File: config.mk
export PLATFORM = sky130hd
export DESIGN_NAME = sio_port
export DESIGN_NICKNAME = d
export VERILOG_FILES = /design/src/include/sio_pkg.sv /design/src/verilog/sio_sync.sv /design/src/verilog/sio_compare.sv /design/src/verilog/sio_port.sv
export SDC_FILE = /design/constraint.sdc
export NUM_CORES = 1
export LEC_CHECK = 0
export ABC_CLOCK_PERIOD_IN_PS = 1900
export BUFFER_PORTS_ARGS = -buffer_cell sky130_fd_sc_hd__buf_2
export CAP_MARGIN = 20
export CELL_PAD_IN_SITES_DETAIL_PLACEMENT = 0
export CELL_PAD_IN_SITES_GLOBAL_PLACEMENT = 1
export CORE_AREA = 2 2 124 126
export CTS_BUF_LIST = sky130_fd_sc_hd__clkbuf_16
export DETAILED_ROUTE_END_ITERATION = 16
export DIE_AREA = 0 0 126 128
export PLACE_DENSITY = 0.7
export SLEW_MARGIN = 10
export SYNTH_ARGS = -nofsm -noshare
export SYNTH_HDL_FRONTEND = slang
export SYNTH_SLANG_ARGS = --single-unit
File: constraint.sdc
create_clock -name clk -period 1.9 [get_ports clk]
set_input_delay 0.285 -clock clk [delete_from_list [all_inputs] [get_ports clk]]
set_output_delay 0.285 -clock clk [all_outputs]
set_load 0.1 [all_outputs]
File: src/include/sio_pkg.sv
// Constants, types and the local register map of the serial 8-bit I/O port.
// Assumes a single 50 MHz system clock; all link pins are sampled by it.
// Functional notes
// - An access is a control byte, then a data byte for data or direction register.
// - Control byte picks target register, direction, compare condition and data/mask format.
// - A written byte may act as a set mask or clear mask.
// - Direction bit 0 makes a pin input; 1 drives its data bit out.
// - Data read returns buffered pin level for input pins.
// - Data read returns last written value for output pins.
// - After reset all pins are inputs, direction register cleared.
// - First two bits must match the identify inputs, else device stays out.
// - Compare flag latched at chip enable fall, identify match or not.
// - Input pins are compared against their data register bits.
// - Output pins count as equal to their data register bits.
// - Mode 00 any mismatch, 01 all match, 10 all mismatch, 11 any match.
// - Flag is 1 when the chosen condition holds, else 0.
// - Idle serial clock level latched at select picks sample and shift edges.
// - Compare flag is shifted out during the control byte once the two identify bits match.
// - Control byte: ident hi, ident lo, target, write, format hi/lo, compare hi/lo.
// - Write format 0x replaces, 10 clears masked bits, 11 sets masked bits.
// - Write byte shifts out old value, then output floats and register updates.
// - Bits move MSB first, one clock each, in groups of eight.
package sio_pkg;

    // ==========================================
    // Local register port map
    localparam logic [1:0] SIO_OFS_DATA = 2'h0;
    localparam logic [1:0] SIO_OFS_DIR = 2'h1;
    localparam logic [1:0] SIO_OFS_STAT = 2'h2;
    localparam logic [1:0] SIO_OFS_CTL = 2'h3;

    // ==========================================
    // Reset values
    localparam logic [7:0] SIO_DATA_RST = 8'h00;
    localparam logic [7:0] SIO_DIR_RST = 8'h00;
    localparam logic SIO_EN_RST = 1'b1;

    // ==========================================
    // Field positions
    localparam int SIO_CTL_EN_BIT = 0;
    localparam int SIO_STAT_FLAG_BIT = 0;
    localparam int SIO_STAT_CPOL_BIT = 1;
    localparam int SIO_STAT_IDOK_BIT = 2;
    localparam int SIO_STAT_DATA_BIT = 3;
    localparam logic [2:0] SIO_LAST_BIT = 3'h7;
    localparam logic [2:0] SIO_IDENT_DONE_BIT = 3'h1;

    // ==========================================
    // Compare conditions and write formats
    localparam logic [1:0] SIO_CMP_ANY_MISS = 2'h0;
    localparam logic [1:0] SIO_CMP_ALL_HIT = 2'h1;
    localparam logic [1:0] SIO_CMP_ALL_MISS = 2'h2;
    localparam logic [1:0] SIO_CMP_ANY_HIT = 2'h3;
    localparam logic [1:0] SIO_FMT_CLEAR = 2'h2;
    localparam logic [1:0] SIO_FMT_SET = 2'h3;

    // Control byte, MSB first on the wire
    typedef struct packed {
        logic [1:0] chip_ident;
        logic target_select;
        logic write;
        logic write_format_hi;
        logic write_format_lo;
        logic compare_cond_hi;
        logic compare_cond_lo;
    } sio_ctrl_t;

    typedef enum logic [3:0] {
        SIO_ST_IDLE = 4'h1,
        SIO_ST_CTRL = 4'h2,
        SIO_ST_DATA = 4'h4,
        SIO_ST_DONE = 4'h8
    } sio_state_t;

endpackage

File: src/verilog/sio_sync.sv
// Three-flop input synchroniser with agreement filter.
// Assumes inputs are asynchronous to clk; output moves once stages 2 and 3 agree.
`timescale 1ns/1ps
module sio_sync #(
    parameter int W = 1,
    parameter logic [W-1:0] INIT = '0
) (
    input wire logic clk,
    input wire logic sys_rst,
    input wire logic [W-1:0] din,
    output logic [W-1:0] dout
);
    logic [W-1:0] s1_r;
    logic [W-1:0] s2_r;
    logic [W-1:0] s3_r;
    wire [W-1:0] agree = ~(s2_r ^ s3_r);

    always_ff @(posedge clk) begin
        if (sys_rst) begin
            s1_r <= INIT;
            s2_r <= INIT;
            s3_r <= INIT;
            dout <= INIT;
        end else begin
            s1_r <= din;
            s2_r <= s1_r;
            s3_r <= s2_r;
            dout <= (s3_r & agree) | (dout & ~agree);
        end
    end
endmodule

File: src/verilog/sio_compare.sv
// Pin-against-latch comparator with four selectable conditions.
// Assumes pins are already synchronised to clk.
`timescale 1ns/1ps
module sio_compare (
    input wire logic clk,
    input wire logic sys_rst,
    input wire logic [7:0] pins,
    input wire logic [7:0] latch,
    input wire logic [7:0] dir,
    input wire logic [1:0] mode,
    output logic hit
);
    // Outputs are taken as equal by definition
    wire [7:0] eq = ~((pins ^ latch) & ~dir);
    wire all_eq = &eq;
    wire any_eq = |eq;

    always_comb begin
        unique case (mode)
            sio_pkg::SIO_CMP_ANY_MISS: hit = ~all_eq;
            sio_pkg::SIO_CMP_ALL_HIT: hit = all_eq;
            sio_pkg::SIO_CMP_ALL_MISS: hit = ~any_eq;
            sio_pkg::SIO_CMP_ANY_HIT: hit = any_eq;
        endcase
    end

    cond_all_a: assert property (@(posedge clk) disable iff (sys_rst)
        (mode == sio_pkg::SIO_CMP_ALL_HIT) |-> (hit == ((~(pins ^ latch) | dir) == 8'hff)))
        else $error("all-match condition wrong");
endmodule

File: src/verilog/sio_port.sv
// Serial 8-bit I/O port: SPI slave, data and direction latches, comparator.
// Assumes a clock-phase-1 master; all link pins arrive asynchronous to clk.
`timescale 1ns/1ps
module sio_port (
    input wire logic clk,
    input wire logic sys_rst,
    input wire logic sck,
    input wire logic mosi,
    input wire logic ce_n,
    input wire logic chip_ident_msb,
    input wire logic chip_ident_lsb,
    output logic miso_o,
    output logic miso_oe,
    input wire logic [7:0] port_pins_i,
    output logic [7:0] port_pins_o,
    output logic [7:0] port_pins_oe,
    input wire logic [1:0] reg_addr,
    input wire logic [7:0] reg_wdata,
    input wire logic reg_wr,
    input wire logic reg_rd,
    output logic [7:0] reg_rdata
);
    // ==========================================
    // Input synchronisers
    logic sck_f;
    logic mosi_f;
    logic ce_n_f;
    logic [1:0] ident_f;
    logic [7:0] pins_f;

    sio_sync #(.W(1), .INIT(1'b0)) u_sync_sck (
        .clk(clk),
        .sys_rst(sys_rst),
        .din(sck),
        .dout(sck_f)
    );
    sio_sync #(.W(1), .INIT(1'b0)) u_sync_mosi (
        .clk(clk),
        .sys_rst(sys_rst),
        .din(mosi),
        .dout(mosi_f)
    );
    // Reset to deselected so no false select follows reset
    sio_sync #(.W(1), .INIT(1'b1)) u_sync_ce (
        .clk(clk),
        .sys_rst(sys_rst),
        .din(ce_n),
        .dout(ce_n_f)
    );
    sio_sync #(.W(2), .INIT(2'h0)) u_sync_id (
        .clk(clk),
        .sys_rst(sys_rst),
        .din({chip_ident_msb, chip_ident_lsb}),
        .dout(ident_f)
    );
    sio_sync #(.W(8), .INIT(8'h00)) u_sync_pins (
        .clk(clk),
        .sys_rst(sys_rst),
        .din(port_pins_i),
        .dout(pins_f)
    );

    // ==========================================
    // State
    sio_pkg::sio_state_t st_r;
    sio_pkg::sio_state_t st_nxt;
    logic [7:0] data_r;
    logic [7:0] dir_r;
    logic [7:0] sh_in_r;
    logic [7:0] sh_out_r;
    logic [7:0] sh_out_nxt;
    logic [2:0] bit_cnt_r;
    logic [2:0] bit_cnt_nxt;
    logic sel_d_r;
    logic sck_d_r;
    logic cpol_r;
    logic flag_r;
    logic id_ok_r;
    logic tgt_dir_r;
    logic wr_r;
    logic [1:0] fmt_r;
    logic [1:0] cmp_mode_r;
    logic ctl_en_r;
    logic cmp_hit;

    // ==========================================
    // Link decode
    wire sel = ~ce_n_f & ctl_en_r;
    wire ce_fall = sel & ~sel_d_r;
    wire sck_chg = sck_f ^ sck_d_r;
    // Leading edge leaves the idle level, trailing returns to it
    wire lead = sck_chg & (sck_d_r == cpol_r);
    wire trail = sck_chg & (sck_f == cpol_r);
    wire in_ctrl = (st_r == sio_pkg::SIO_ST_CTRL);
    wire in_data = (st_r == sio_pkg::SIO_ST_DATA);
    wire [7:0] sh_in_nxt = {sh_in_r[6:0], mosi_f};
    wire last_bit = (bit_cnt_r == sio_pkg::SIO_LAST_BIT);
    wire ctrl_done = in_ctrl & trail & last_bit;
    wire data_done = in_data & trail & last_bit;
    wire sio_pkg::sio_ctrl_t ctrl = sio_pkg::sio_ctrl_t'(sh_in_nxt);
    wire id_hit = (ctrl.chip_ident == ident_f);
    wire id_early = ({sh_in_r[0], mosi_f} == ident_f);
    wire id_step = in_ctrl & trail & (bit_cnt_r == sio_pkg::SIO_IDENT_DONE_BIT);

    // ==========================================
    // Register values seen by the link
    wire [7:0] rd_val = (data_r & dir_r) | (pins_f & ~dir_r);
    wire [7:0] new_tgt = ctrl.target_select ? dir_r : rd_val;
    wire [7:0] cur_tgt = tgt_dir_r ? dir_r : rd_val;
    wire [7:0] old_lat = tgt_dir_r ? dir_r : data_r;
    wire [7:0] wr_val = ~fmt_r[1] ? sh_in_nxt :
                        (fmt_r == sio_pkg::SIO_FMT_SET) ? (old_lat | sh_in_nxt) :
                        (old_lat & ~sh_in_nxt);
    wire wr_fire = data_done & wr_r;
    wire [7:0] data_nxt = (wr_fire & ~tgt_dir_r) ? wr_val : data_r;
    wire [7:0] dir_nxt = (wr_fire & tgt_dir_r) ? wr_val : dir_r;
    wire drive_ctrl = lead & in_ctrl & id_ok_r;
    wire drive_data = lead & in_data;

    // ==========================================
    // Sequencer
    always_comb begin
        st_nxt = st_r;
        if (!sel) begin
            st_nxt = sio_pkg::SIO_ST_IDLE;
        end else begin
            unique case (st_r)
                sio_pkg::SIO_ST_IDLE: begin
                    if (ce_fall) begin
                        st_nxt = sio_pkg::SIO_ST_CTRL;
                    end
                end
                sio_pkg::SIO_ST_CTRL: begin
                    if (ctrl_done) begin
                        st_nxt = id_hit ? sio_pkg::SIO_ST_DATA : sio_pkg::SIO_ST_DONE;
                    end
                end
                sio_pkg::SIO_ST_DATA: begin
                    if (wr_fire) begin
                        st_nxt = sio_pkg::SIO_ST_DONE;
                    end
                end
                sio_pkg::SIO_ST_DONE: begin
                    st_nxt = sio_pkg::SIO_ST_DONE;
                end
                default: begin
                    st_nxt = sio_pkg::SIO_ST_IDLE;
                end
            endcase
        end
    end

    assign bit_cnt_nxt = (!(in_ctrl | in_data) || !sel) ? 3'h0 :
                         trail ? bit_cnt_r + 3'h1 : bit_cnt_r;

    // Read keeps reloading so the register streams while selected
    assign sh_out_nxt = ctrl_done ? new_tgt :
                        (data_done & ~wr_r) ? cur_tgt :
                        drive_data ? {sh_out_r[6:0], 1'b0} : sh_out_r;

    always_ff @(posedge clk) begin
        if (sys_rst) begin
            st_r <= sio_pkg::SIO_ST_IDLE;
            bit_cnt_r <= 3'h0;
            sh_in_r <= 8'h00;
            sh_out_r <= 8'h00;
        end else begin
            st_r <= st_nxt;
            bit_cnt_r <= bit_cnt_nxt;
            sh_in_r <= trail ? sh_in_nxt : sh_in_r;
            sh_out_r <= sh_out_nxt;
        end
    end

    // ==========================================
    // Select-time captures
    always_ff @(posedge clk) begin
        if (sys_rst) begin
            sel_d_r <= 1'b0;
            sck_d_r <= 1'b0;
            cpol_r <= 1'b0;
            flag_r <= 1'b0;
        end else begin
            sel_d_r <= sel;
            sck_d_r <= sck_f;
            cpol_r <= ce_fall ? sck_f : cpol_r;
            flag_r <= ce_fall ? cmp_hit : flag_r;
        end
    end

    // ==========================================
    // Control byte fields
    always_ff @(posedge clk) begin
        if (sys_rst) begin
            id_ok_r <= 1'b0;
            tgt_dir_r <= 1'b0;
            wr_r <= 1'b0;
            fmt_r <= 2'h0;
            cmp_mode_r <= sio_pkg::SIO_CMP_ANY_MISS;
        end else begin
            id_ok_r <= !sel ? 1'b0 : id_step ? id_early : id_ok_r;
            if (ctrl_done && id_hit) begin
                tgt_dir_r <= ctrl.target_select;
                wr_r <= ctrl.write;
                fmt_r <= {ctrl.write_format_hi, ctrl.write_format_lo};
                cmp_mode_r <= {ctrl.compare_cond_hi, ctrl.compare_cond_lo};
            end
        end
    end

    // ==========================================
    // Port latches, driven straight to the pins
    always_ff @(posedge clk) begin
        if (sys_rst) begin
            data_r <= sio_pkg::SIO_DATA_RST;
            dir_r <= sio_pkg::SIO_DIR_RST;
            port_pins_o <= sio_pkg::SIO_DATA_RST;
            port_pins_oe <= sio_pkg::SIO_DIR_RST;
        end else begin
            data_r <= data_nxt;
            dir_r <= dir_nxt;
            port_pins_o <= data_nxt;
            port_pins_oe <= dir_nxt;
        end
    end

    // ==========================================
    // Serial output
    always_ff @(posedge clk) begin
        if (sys_rst) begin
            miso_o <= 1'b0;
            miso_oe <= 1'b0;
        end else begin
            miso_o <= drive_ctrl ? flag_r : drive_data ? sh_out_r[7] : miso_o;
            if (!sel || wr_fire || (ctrl_done && !id_hit)) begin
                miso_oe <= 1'b0;
            end else if (drive_ctrl || drive_data) begin
                miso_oe <= 1'b1;
            end
        end
    end

    sio_compare u_cmp (
        .clk(clk),
        .sys_rst(sys_rst),
        .pins(pins_f),
        .latch(data_r),
        .dir(dir_r),
        .mode(cmp_mode_r),
        .hit(cmp_hit)
    );

    // ==========================================
    // Local register port
    wire [7:0] stat_val = {4'h0, in_data, id_ok_r, cpol_r, flag_r};
    wire [7:0] rd_mux = (reg_addr == sio_pkg::SIO_OFS_DATA) ? rd_val :
                        (reg_addr == sio_pkg::SIO_OFS_DIR) ? dir_r :
                        (reg_addr == sio_pkg::SIO_OFS_STAT) ? stat_val :
                        {7'h0, ctl_en_r};
    wire ctl_we = reg_wr & (reg_addr == sio_pkg::SIO_OFS_CTL);

    always_ff @(posedge clk) begin
        if (sys_rst) begin
            ctl_en_r <= sio_pkg::SIO_EN_RST;
            reg_rdata <= 8'h00;
        end else begin
            ctl_en_r <= ctl_we ? reg_wdata[sio_pkg::SIO_CTL_EN_BIT] : ctl_en_r;
            reg_rdata <= reg_rd ? rd_mux : 8'h00;
        end
    end

    // ==========================================
    // Checks
    dir_reset_a: assert property (@(posedge clk)
        sys_rst |=> (port_pins_oe == 8'h00))
        else $error("pins not inputs after reset");

    desel_float_a: assert property (@(posedge clk) disable iff (sys_rst)
        !sel |=> !miso_oe)
        else $error("serial output driven while deselected");

    flag_latch_a: assert property (@(posedge clk) disable iff (sys_rst)
        ce_fall |=> (flag_r == $past(cmp_hit)))
        else $error("compare flag not latched at select");

    idle_level_a: assert property (@(posedge clk) disable iff (sys_rst)
        ce_fall |=> (cpol_r == $past(sck_f)) ##1 $stable(cpol_r))
        else $error("clock idle level not latched");

    write_float_a: assert property (@(posedge clk) disable iff (sys_rst)
        wr_fire |=> (!miso_oe && st_r == sio_pkg::SIO_ST_DONE)[*2])
        else $error("output not floated after write");

    mask_set_a: assert property (@(posedge clk) disable iff (sys_rst)
        (wr_fire && !tgt_dir_r && fmt_r == sio_pkg::SIO_FMT_SET)
        |=> ((data_r & $past(sh_in_nxt)) == $past(sh_in_nxt)))
        else $error("set mask did not set bits");

    mask_clear_a: assert property (@(posedge clk) disable iff (sys_rst)
        (wr_fire && tgt_dir_r && fmt_r == sio_pkg::SIO_FMT_CLEAR)
        |=> ((dir_r & $past(sh_in_nxt)) == 8'h00) && ((dir_r | $past(sh_in_nxt))
        == ($past(dir_r) | $past(sh_in_nxt))))
        else $error("clear mask wrong");

    id_miss_a: assert property (@(posedge clk) disable iff (sys_rst)
        (ctrl_done && !id_hit) |=> (st_r == sio_pkg::SIO_ST_DONE) ##1 !miso_oe)
        else $error("mismatched device took part");

    read_pins_a: assert property (@(posedge clk) disable iff (sys_rst)
        (ctrl_done && id_hit && !ctrl.target_select)
        |=> ((sh_out_r & ~dir_r) == ($past(pins_f) & ~dir_r)))
        else $error("read did not load pin levels");

    direct_write_a: assert property (@(posedge clk) disable iff (sys_rst)
        (wr_fire && !fmt_r[1]) |=> ((tgt_dir_r ? dir_r : data_r) == $past(sh_in_nxt)))
        else $error("direct write not applied");

    flag_out_a: assert property (@(posedge clk) disable iff (sys_rst)
        (sel && drive_ctrl) |=> (miso_oe && (miso_o == $past(flag_r))))
        else $error("compare flag not shifted out");

    ident_gate_a: assert property (@(posedge clk) disable iff (sys_rst)
        (in_ctrl && !id_ok_r) |-> !miso_oe)
        else $error("output driven before identify match");

    bit_step_a: assert property (@(posedge clk) disable iff (sys_rst)
        (sel && (in_ctrl || in_data) && trail)
        |=> (bit_cnt_r == 3'($past(bit_cnt_r) + 3'h1)))
        else $error("bit counter did not step");

    desel_reset_a: assert property (@(posedge clk) disable iff (sys_rst)
        !sel |=> (st_r == sio_pkg::SIO_ST_IDLE && bit_cnt_r == 3'h0))
        else $error("serial state kept while deselected");

    read_stream_a: assert property (@(posedge clk) disable iff (sys_rst)
        (data_done && !wr_r) |=> (sh_out_r == $past(cur_tgt)))
        else $error("read did not reload register");

    old_value_a: assert property (@(posedge clk) disable iff (sys_rst)
        (ctrl_done && id_hit && ctrl.target_select) |=> (sh_out_r == $past(dir_r)))
        else $error("direction value not loaded for shift");

    flag_hold_a: assert property (@(posedge clk) disable iff (sys_rst)
        !ce_fall |=> $stable(flag_r))
        else $error("compare flag moved outside select");

    idle_hold_a: assert property (@(posedge clk) disable iff (sys_rst)
        !ce_fall |=> $stable(cpol_r))
        else $error("idle level moved outside select");
endmodule

# Word-level counts from Yosys, hierarchy flattened
# Cells that the tools add are included.
[op_classes]
n_eq_ne = 20
order_cmp = 0
div = 0
n_mux = 19
reduce_logical = 20
n_addsub = 1
mul = 0
bitwise_logic = 64
shifts = 0
[ops]
columns = ["op", "count"]
rows = [
  ["$mux W8", 10],
  ["$and A8 B8 Y8", 6],
  ["$not A8 Y8", 5],
  ["$or A8 B8 Y8", 3],
  ["$and A1 B1 Y1", 23],
  ["$mux W4", 5],
  ["$pmux W4 S4", 1],
  ["$xor A8 B8 Y8", 2],
  ["$not A1 Y1", 11],
  ["$eq A2 B2 Y1 const B", 5],
  ["$reduce_and A8 Y1", 1],
  ["$reduce_or A2 Y1", 4],
  ["$reduce_or A8 Y1", 1],
  ["$and A2 B2 Y2", 2],
  ["$eq A2 B1 Y1 const B", 2],
  ["$eq A2 B2 Y1", 2],
  ["$eq A4 B1 Y1 const B", 1],
  ["$eq A4 B2 Y1 const B", 1],
  ["$eq A4 B3 Y1 const B", 1],
  ["$eq A4 B4 Y1 const B", 1],
  ["$logic_not A2 Y1", 2],
  ["$logic_or A1 B1 Y1", 4],
  ["$ne A2 B1 Y1 const B", 2],
  ["$not A2 Y2", 2],
  ["other kinds (16)", 27],
]
[totals]
word_cells = 163
mem_bits_ro = 0
memories = 0
ramBits = 0
register_bits = 112
latchBits = 0
out_inout_bits = 26
input_bits = 27

# Longest topological paths before layout
[logic_depth]
depth_word = 8
ltp_mapped = 8
mapped_depth_nobuf = 8

# Hierarchy
# Synthesis repeated with hierarchy kept, for this count alone.
[unflattened]
cells_unflattened = 527
hier_area_um2 = 4775.8
[modules_own_cells]
columns = ["mod", "seq_area_each_um2", "n_inst", "cells_per_inst", "area_per_inst_um2"]
rows = [
  ["sio_port", 1201.2, 1, 372, 3131.8],
  ["sio_sync (u_sync_pins)", 640.6, 1, 83, 923.4],
  ["sio_sync (u_sync_id)", 160.2, 1, 20, 227.7],
  ["sio_sync (u_sync_mosi ...)", 80.1, 2, 10, 112.6],
  ["sio_compare", 0.0, 1, 22, 152.6],
  ["sio_sync (u_sync_ce)", 80.1, 1, 10, 115.1],
]

# Least setup slack after synthesis
# Ideal clock, no wire load.
[synth_path]
path_kind = "flip-flop to flip-flop"
start = "reg data_r[3]"
end = "reg flag_r"
period_less_slack_ps = 2143
setup_time_ps = 86
slack_ps = -243
path_stages_with_launch = 7
t_arrival_ps = 2058
path_buffers = 0
required_ps = 1814
cell_sequence = "dfxtp_1 -> xnor2_1 -> nor4_1 -> nand4_1 -> a22oi_1 -> xnor2_1 -> a211oi_1"
[synth_via]
elab_chain_cells = 6
elab_cells_between_ends = 8
cone_classes = "mux: 1; bitwise: 5; reduce/logical: 2"
[synth_rtl]
columns = ["element", "line", "source"]
rows = [
  ["from (decl)", "sio_port.sv:67", "logic [7:0] data_r;"],
  ["from (signal assigned)", "sio_port.sv:215", "data_r <= sio_pkg::SIO_DATA_RST;"],
  ["from (signal assigned)", "sio_port.sv:220", "data_r <= data_nxt;"],
  ["$xor A8 B8 Y8 *", "sio_compare.sv:14", "wire [7:0] eq = ~((pins ^ latch) & ~dir);"],
  ["$and A8 B8 Y8 *", "sio_compare.sv:14", ""],
  ["$not A8 Y8 *", "sio_compare.sv:14", ""],
  ["$reduce_or A8 Y1 or $reduce_and A8 Y1 (tied branches)", "sio_compare.sv:16, sio_compare.sv:15", ""],
  ["$not A1 Y1 (on tied branches)", "sio_compare.sv:22, sio_compare.sv:20", ""],
  ["$pmux W1 S4 *", "sio_compare.sv:19", "unique case (mode)"],
  ["to (signal assigned)", "sio_port.sv:187", "flag_r <= ce_fall ? cmp_hit : flag_r;"],
  ["to (decl)", "sio_port.sv:77", "logic flag_r;"],
]
# Mark *: on every way between the ends. The rest lies on a longest branch, timed or not.
# A chain may end at the register's enable or synchronous reset.

# Final worst setup path
[layout_path]
start = "reg st_r[3]"
end = "reg sh_out_r[6]"
[layout_via]
elab_chain_cells = 6
elab_cells_between_ends = 11
cone_classes = "eq/ne: 2; mux: 2; bitwise: 6; reduce/logical: 1"
[layout_rtl]
columns = ["element", "line", "source"]
rows = [
  ["from (decl)", "sio_port.sv:65", "sio_pkg::sio_state_t st_r;"],
  ["from (signal assigned)", "sio_port.sv:163", "st_r <= sio_pkg::SIO_ST_IDLE;"],
  ["from (signal assigned)", "sio_port.sv:168", "st_r <= st_nxt;"],
  ["$eq A4 B3 Y1", "sio_port.sv:95", "wire in_data = (st_r == sio_pkg::SIO_ST_DATA);"],
  ["$and A1 B1 Y1 (2 in series)", "sio_port.sv:99", "wire data_done = in_data & trail & last_bit;"],
  ["$and A1 B1 Y1", "sio_port.sv:158", "(data_done & ~wr_r) ? cur_tgt :"],
  ["$mux W8", "sio_port.sv:158", ""],
  ["$mux W8", "sio_port.sv:157", "assign sh_out_nxt = ctrl_done ? new_tgt :"],
  ["to (signal assigned)", "sio_port.sv:171", "sh_out_r <= sh_out_nxt;"],
  ["to (decl)", "sio_port.sv:70", "logic [7:0] sh_out_r;"],
]
# Several ways; a longest one is shown, not always the timed one.

==> results.md <==
### Die
- Die H: 128 µm
- io pins: 53
- Die Width: 126 µm
- std cell rows: 45
- placeable core region: 14,900 µm²
- area of the die: 16,100 µm²
- Initial Util: 32.2%

### Placed design
- post-placement cell count: 758
- Final Wtd Congestion: 0.817
- HPWL after detailed placement: 8380 µm
- PortBufs: 45
- Placement Setup Slack: -0.0477 ns

### Worst setup path
- worst path cell trace: or4b_4 -> a311oi_1 -> a31oi_1 -> o22a_1 -> mux2i_1 -> nor2_1
- path type of the worst setup path: reg2reg
- CP endpoint kind: flop
- internal reg-to-reg setup slack: 0.05 ns
- crit-path max cell delay: 0.62 ns
- type of element launching the critical path: flop
- R2R Path End: sh_out_r[6]
- Max FO, Critical Path: 7
- launch instance of the worst register-to-register path: st_r[3]
- data arrival time at the worst-slack endpoint: 2.10 ns
- number of cells on the worst reg-to-reg path: 6
- Critical Path Slowest Stage Cell: sky130_fd_sc_hd__or4b_4
- required time of the critical path: 2.15 ns

### Global route
- vias in the first global route: 3,843
- pin count of the biggest net entering global routing: 47
- residual overflow from global routing: 0
- initial antenna violation count: 0
- GRT Resource Usage Total: 15.4%
- wire length of the first global-routing pass: 19,500 µm

### Finish
- Post-Route Utilization: 38.9%
- count of inserted antenna diode cells: 0
- Area growth, synth to finish: 20.9%
- number of nets in the layout: 615
- Layout Cells excl Fill: 777
- ratio of cells with drive above 1 in the final layout: 23.4%

### Synthesis
- main combinational cell family by area after synthesis: simple AND/OR/NAND/NOR gates
- post-synthesis xor/xnor area fraction: 2.56%
- total of warnings raised by yosys: 0
- number of nets produced by synthesis: 555
- share of cell area taken by muxes after synthesis: 6.32%
- Yosys cell types: 52
- simple logic cell fraction of the synthesized area: 21.2%
- synthesis-stage register bit count: 112
- fraction of the mapped netlist area in compound gates: 18.6%
- Cells after Synth: 525
- mean instance size in the synthesized netlist: 9.12 µm²
- netlist area before placement: 4790 µm²
- fraction of post-synthesis cell area in the top cell type by area: 46.8%
- fraction of the yosys area taken by sequential cells: 46.8%
- fraction of the mapped netlist area in adder cells: 0.784%
- post-synthesis cell type with the largest combined area: sky130_fd_sc_hd__dfxtp_1
- biggest area contributors in the synthesized netlist: sky130_fd_sc_hd__dfxtp_1 (47%), sky130_fd_sc_hd__mux2i_1 (5.9%), sky130_fd_sc_hd__nor2b_1 (5.0%)

### Hold path
- cell count of the worst hold path: 2
- type of the tightest min-delay check: in2reg
- end point of the worst hold path: u_sync_ce.s1_r
- hold_sp: ce_n

### STA
- Min Clock Period, post-route: 1.85 ns
- Total Neg Setup Slack: 0 ns
- Final Max Tran Viols: 0
- maximum achievable frequency: 0.541 GHz
- slew of the pin with the lowest slew margin: 0.546 ns
- Slew Limit Headroom: 63.3%
- Setup Viol. Count Final: 0
- final hold violations: 0
- worst hold margin: 0.113 ns
- share of the clock period used by the worst path: 97.3%
- Worst Slack Setup Final: 0.0510 ns
- Max Clock Skew: 0.00839 ns

### Clock network
- clock transition time at the flip-flop clock pins of the worst setup and hold paths: 0.07 ns
- clock insertion delay at the later pin of the skew report: 0.36 ns
- number of buffers added to fix hold violations after cts: 0
- CTS max path bufs: 2
- CTS buffer count: 9
- count of clock tree sinks: 112
- clock tree from TritonCTS: yes
- H-tree depth: 3
- Root Buffer: sky130_fd_sc_hd__clkbuf_16

### Power and ir drop
- power density of the placed cells: 772 nW/µm²
- peak supply drop: 0.000480 V
- Pleak: 2.01 nW

### Detailed routing
- Detailed Routing Iterations Pass 1: 4
- wirelength, routed: 11,900 µm
- number of vias per cell: 5.03
- via count of the routed design: 3,907
- Avg WL per Cell: 15.3 µm
- Starting DRT DRC Count: 208
- Routed Antenna Nets: 0
- post-detailed-route DRC marker count: 0

### Job
- total of max-cap violations: 0

### Run status
- run status: finished, final reports clean

==> final cells by class <==
type                    instances  area, µm²
inverters                      14       53.8
fillers                      1498       9080
repair buffers                 74        495
clock buffers                   9        225
multi-input cells             374       2430
clock inverters                 6       76.3
well taps                     188        235
flip-flops and latches        112       2270
==> worst max-delay path by stage <==
stage,depth (start not counted),startpoint,endpoint
final,6,st_r[3],sh_out_r[6]
after global routing,5,cpol_r,st_r[3]
after CTS,7,st_r[0],dir_r[6]
after detailed placement,6,st_r[1],sh_out_r[5]
after global placement,6,st_r[1],sh_out_r[5]
after floorplan,5,dir_r[7],flag_r
==> per-stage QoR <==
stage | area [µm²] | total power [mW]
floorplan | 4810 | 2.52
global placement | 5380 | 2.56
detailed placement | 5380 | 2.56
CTS | 5730 | 4.52
global route | 5790 | 4.63
finish | 5790 | 4.47
==> cell usage after synthesis, drive strengths merged <==
library cell	n
a2111oi	2
a211o	1
a211oi	20
a21oi	49
a22oi	1
a2bb2oi	1
a311oi	6
a31oi	7
a32oi	1
and2	1
and3	2
and3b	1
buf	12
clkbuf	14
clkinv	2
dfxtp	112
ha	3
inv	12
mux2	2
mux2i	28
nand2	26
nand2b	10
nand3	9
nand4	1
nand4b	1
nor2	62
nor2b	38
nor3	13
nor3b	8
nor4	5
nor4b	1
o21a	7
o21ai	31
o21bai	1
o22a	7
o22ai	5
or2	7
or4b	2
xnor2	12
xor2	2
==> metal layers <==
layer	vias to the layer above	GRT usage, %	share of wire (%)
met5	-	0	0
met4	0	7.69	2.4
met3	18	2.25	2.8
met2	70	24.7	47
met1	1852	20.2	48
li1	1967	-	-
==> timing repair <==
action | CTS | global route
resized for setup | 5 | 14
setup endpoints to repair | 14 | 28
gates cloned | 1 | 0
pin swaps | 2 | 9
setup buffers | 2 | 1
==> placed cells by master, fill, tap and decap left out, types with 3 or more instances in the layout <==
| cell type | count |
|---|---|
| sky130_fd_sc_hd__a211oi_1 | 20 |
| sky130_fd_sc_hd__a21oi_1 | 47 |
| sky130_fd_sc_hd__a311oi_2 | 5 |
| sky130_fd_sc_hd__a31oi_1 | 7 |
| sky130_fd_sc_hd__buf_12 | 4 |
| sky130_fd_sc_hd__buf_2 | 44 |
| sky130_fd_sc_hd__buf_4 | 26 |
| sky130_fd_sc_hd__clkbuf_16 | 9 |
| sky130_fd_sc_hd__clkinv_1 | 3 |
| sky130_fd_sc_hd__dfxtp_1 | 90 |
| sky130_fd_sc_hd__dfxtp_2 | 21 |
| sky130_fd_sc_hd__inv_1 | 13 |
| sky130_fd_sc_hd__mux2i_1 | 27 |
| sky130_fd_sc_hd__nand2_1 | 25 |
| sky130_fd_sc_hd__nand2b_1 | 10 |
| sky130_fd_sc_hd__nand3_1 | 9 |
| sky130_fd_sc_hd__nor2_1 | 61 |
| sky130_fd_sc_hd__nor2b_1 | 38 |
| sky130_fd_sc_hd__nor3_1 | 10 |
| sky130_fd_sc_hd__nor3_4 | 3 |
| sky130_fd_sc_hd__nor3b_1 | 7 |
| sky130_fd_sc_hd__nor4_1 | 5 |
| sky130_fd_sc_hd__o21a_1 | 7 |
| sky130_fd_sc_hd__o21ai_0 | 30 |
| sky130_fd_sc_hd__o22a_1 | 7 |
| sky130_fd_sc_hd__o22ai_1 | 4 |
| sky130_fd_sc_hd__or2_2 | 5 |
| sky130_fd_sc_hd__or4b_4 | 3 |
| sky130_fd_sc_hd__xnor2_1 | 12 |
==> worst max-delay path, delay by kind of cell, from the launching register on <==
family | cells | cell delay (ns)
simple gates | 2 | 0.67
compound gates | 3 | 0.56
mux | 1 | 0.12
flops | 1 | 0.38
==> kinds of logic (layout without fill, tap and decap cells) <==
family,count (synthesis),in the layout
DFF,112,112
and+or+nand+nor,187,188
AOI/OAI and AO/OA,139,139
xor gates and xnor gates,14,14
adders and majority gates,3,3
buffers and inverters,40,103
muxes,30,30
==> power by group <==
part / switching [mW] / internal, mW / total (mW) / leakage [nW]
logic: 0.0673 / 0.0451 / 0.112 / 0.942
registers: 0.0131 / 2.38 / 2.39 / 0.920
clock network: 0.832 / 1.13 / 1.96 / 0.152
Power figures use the tool's default switching activity.
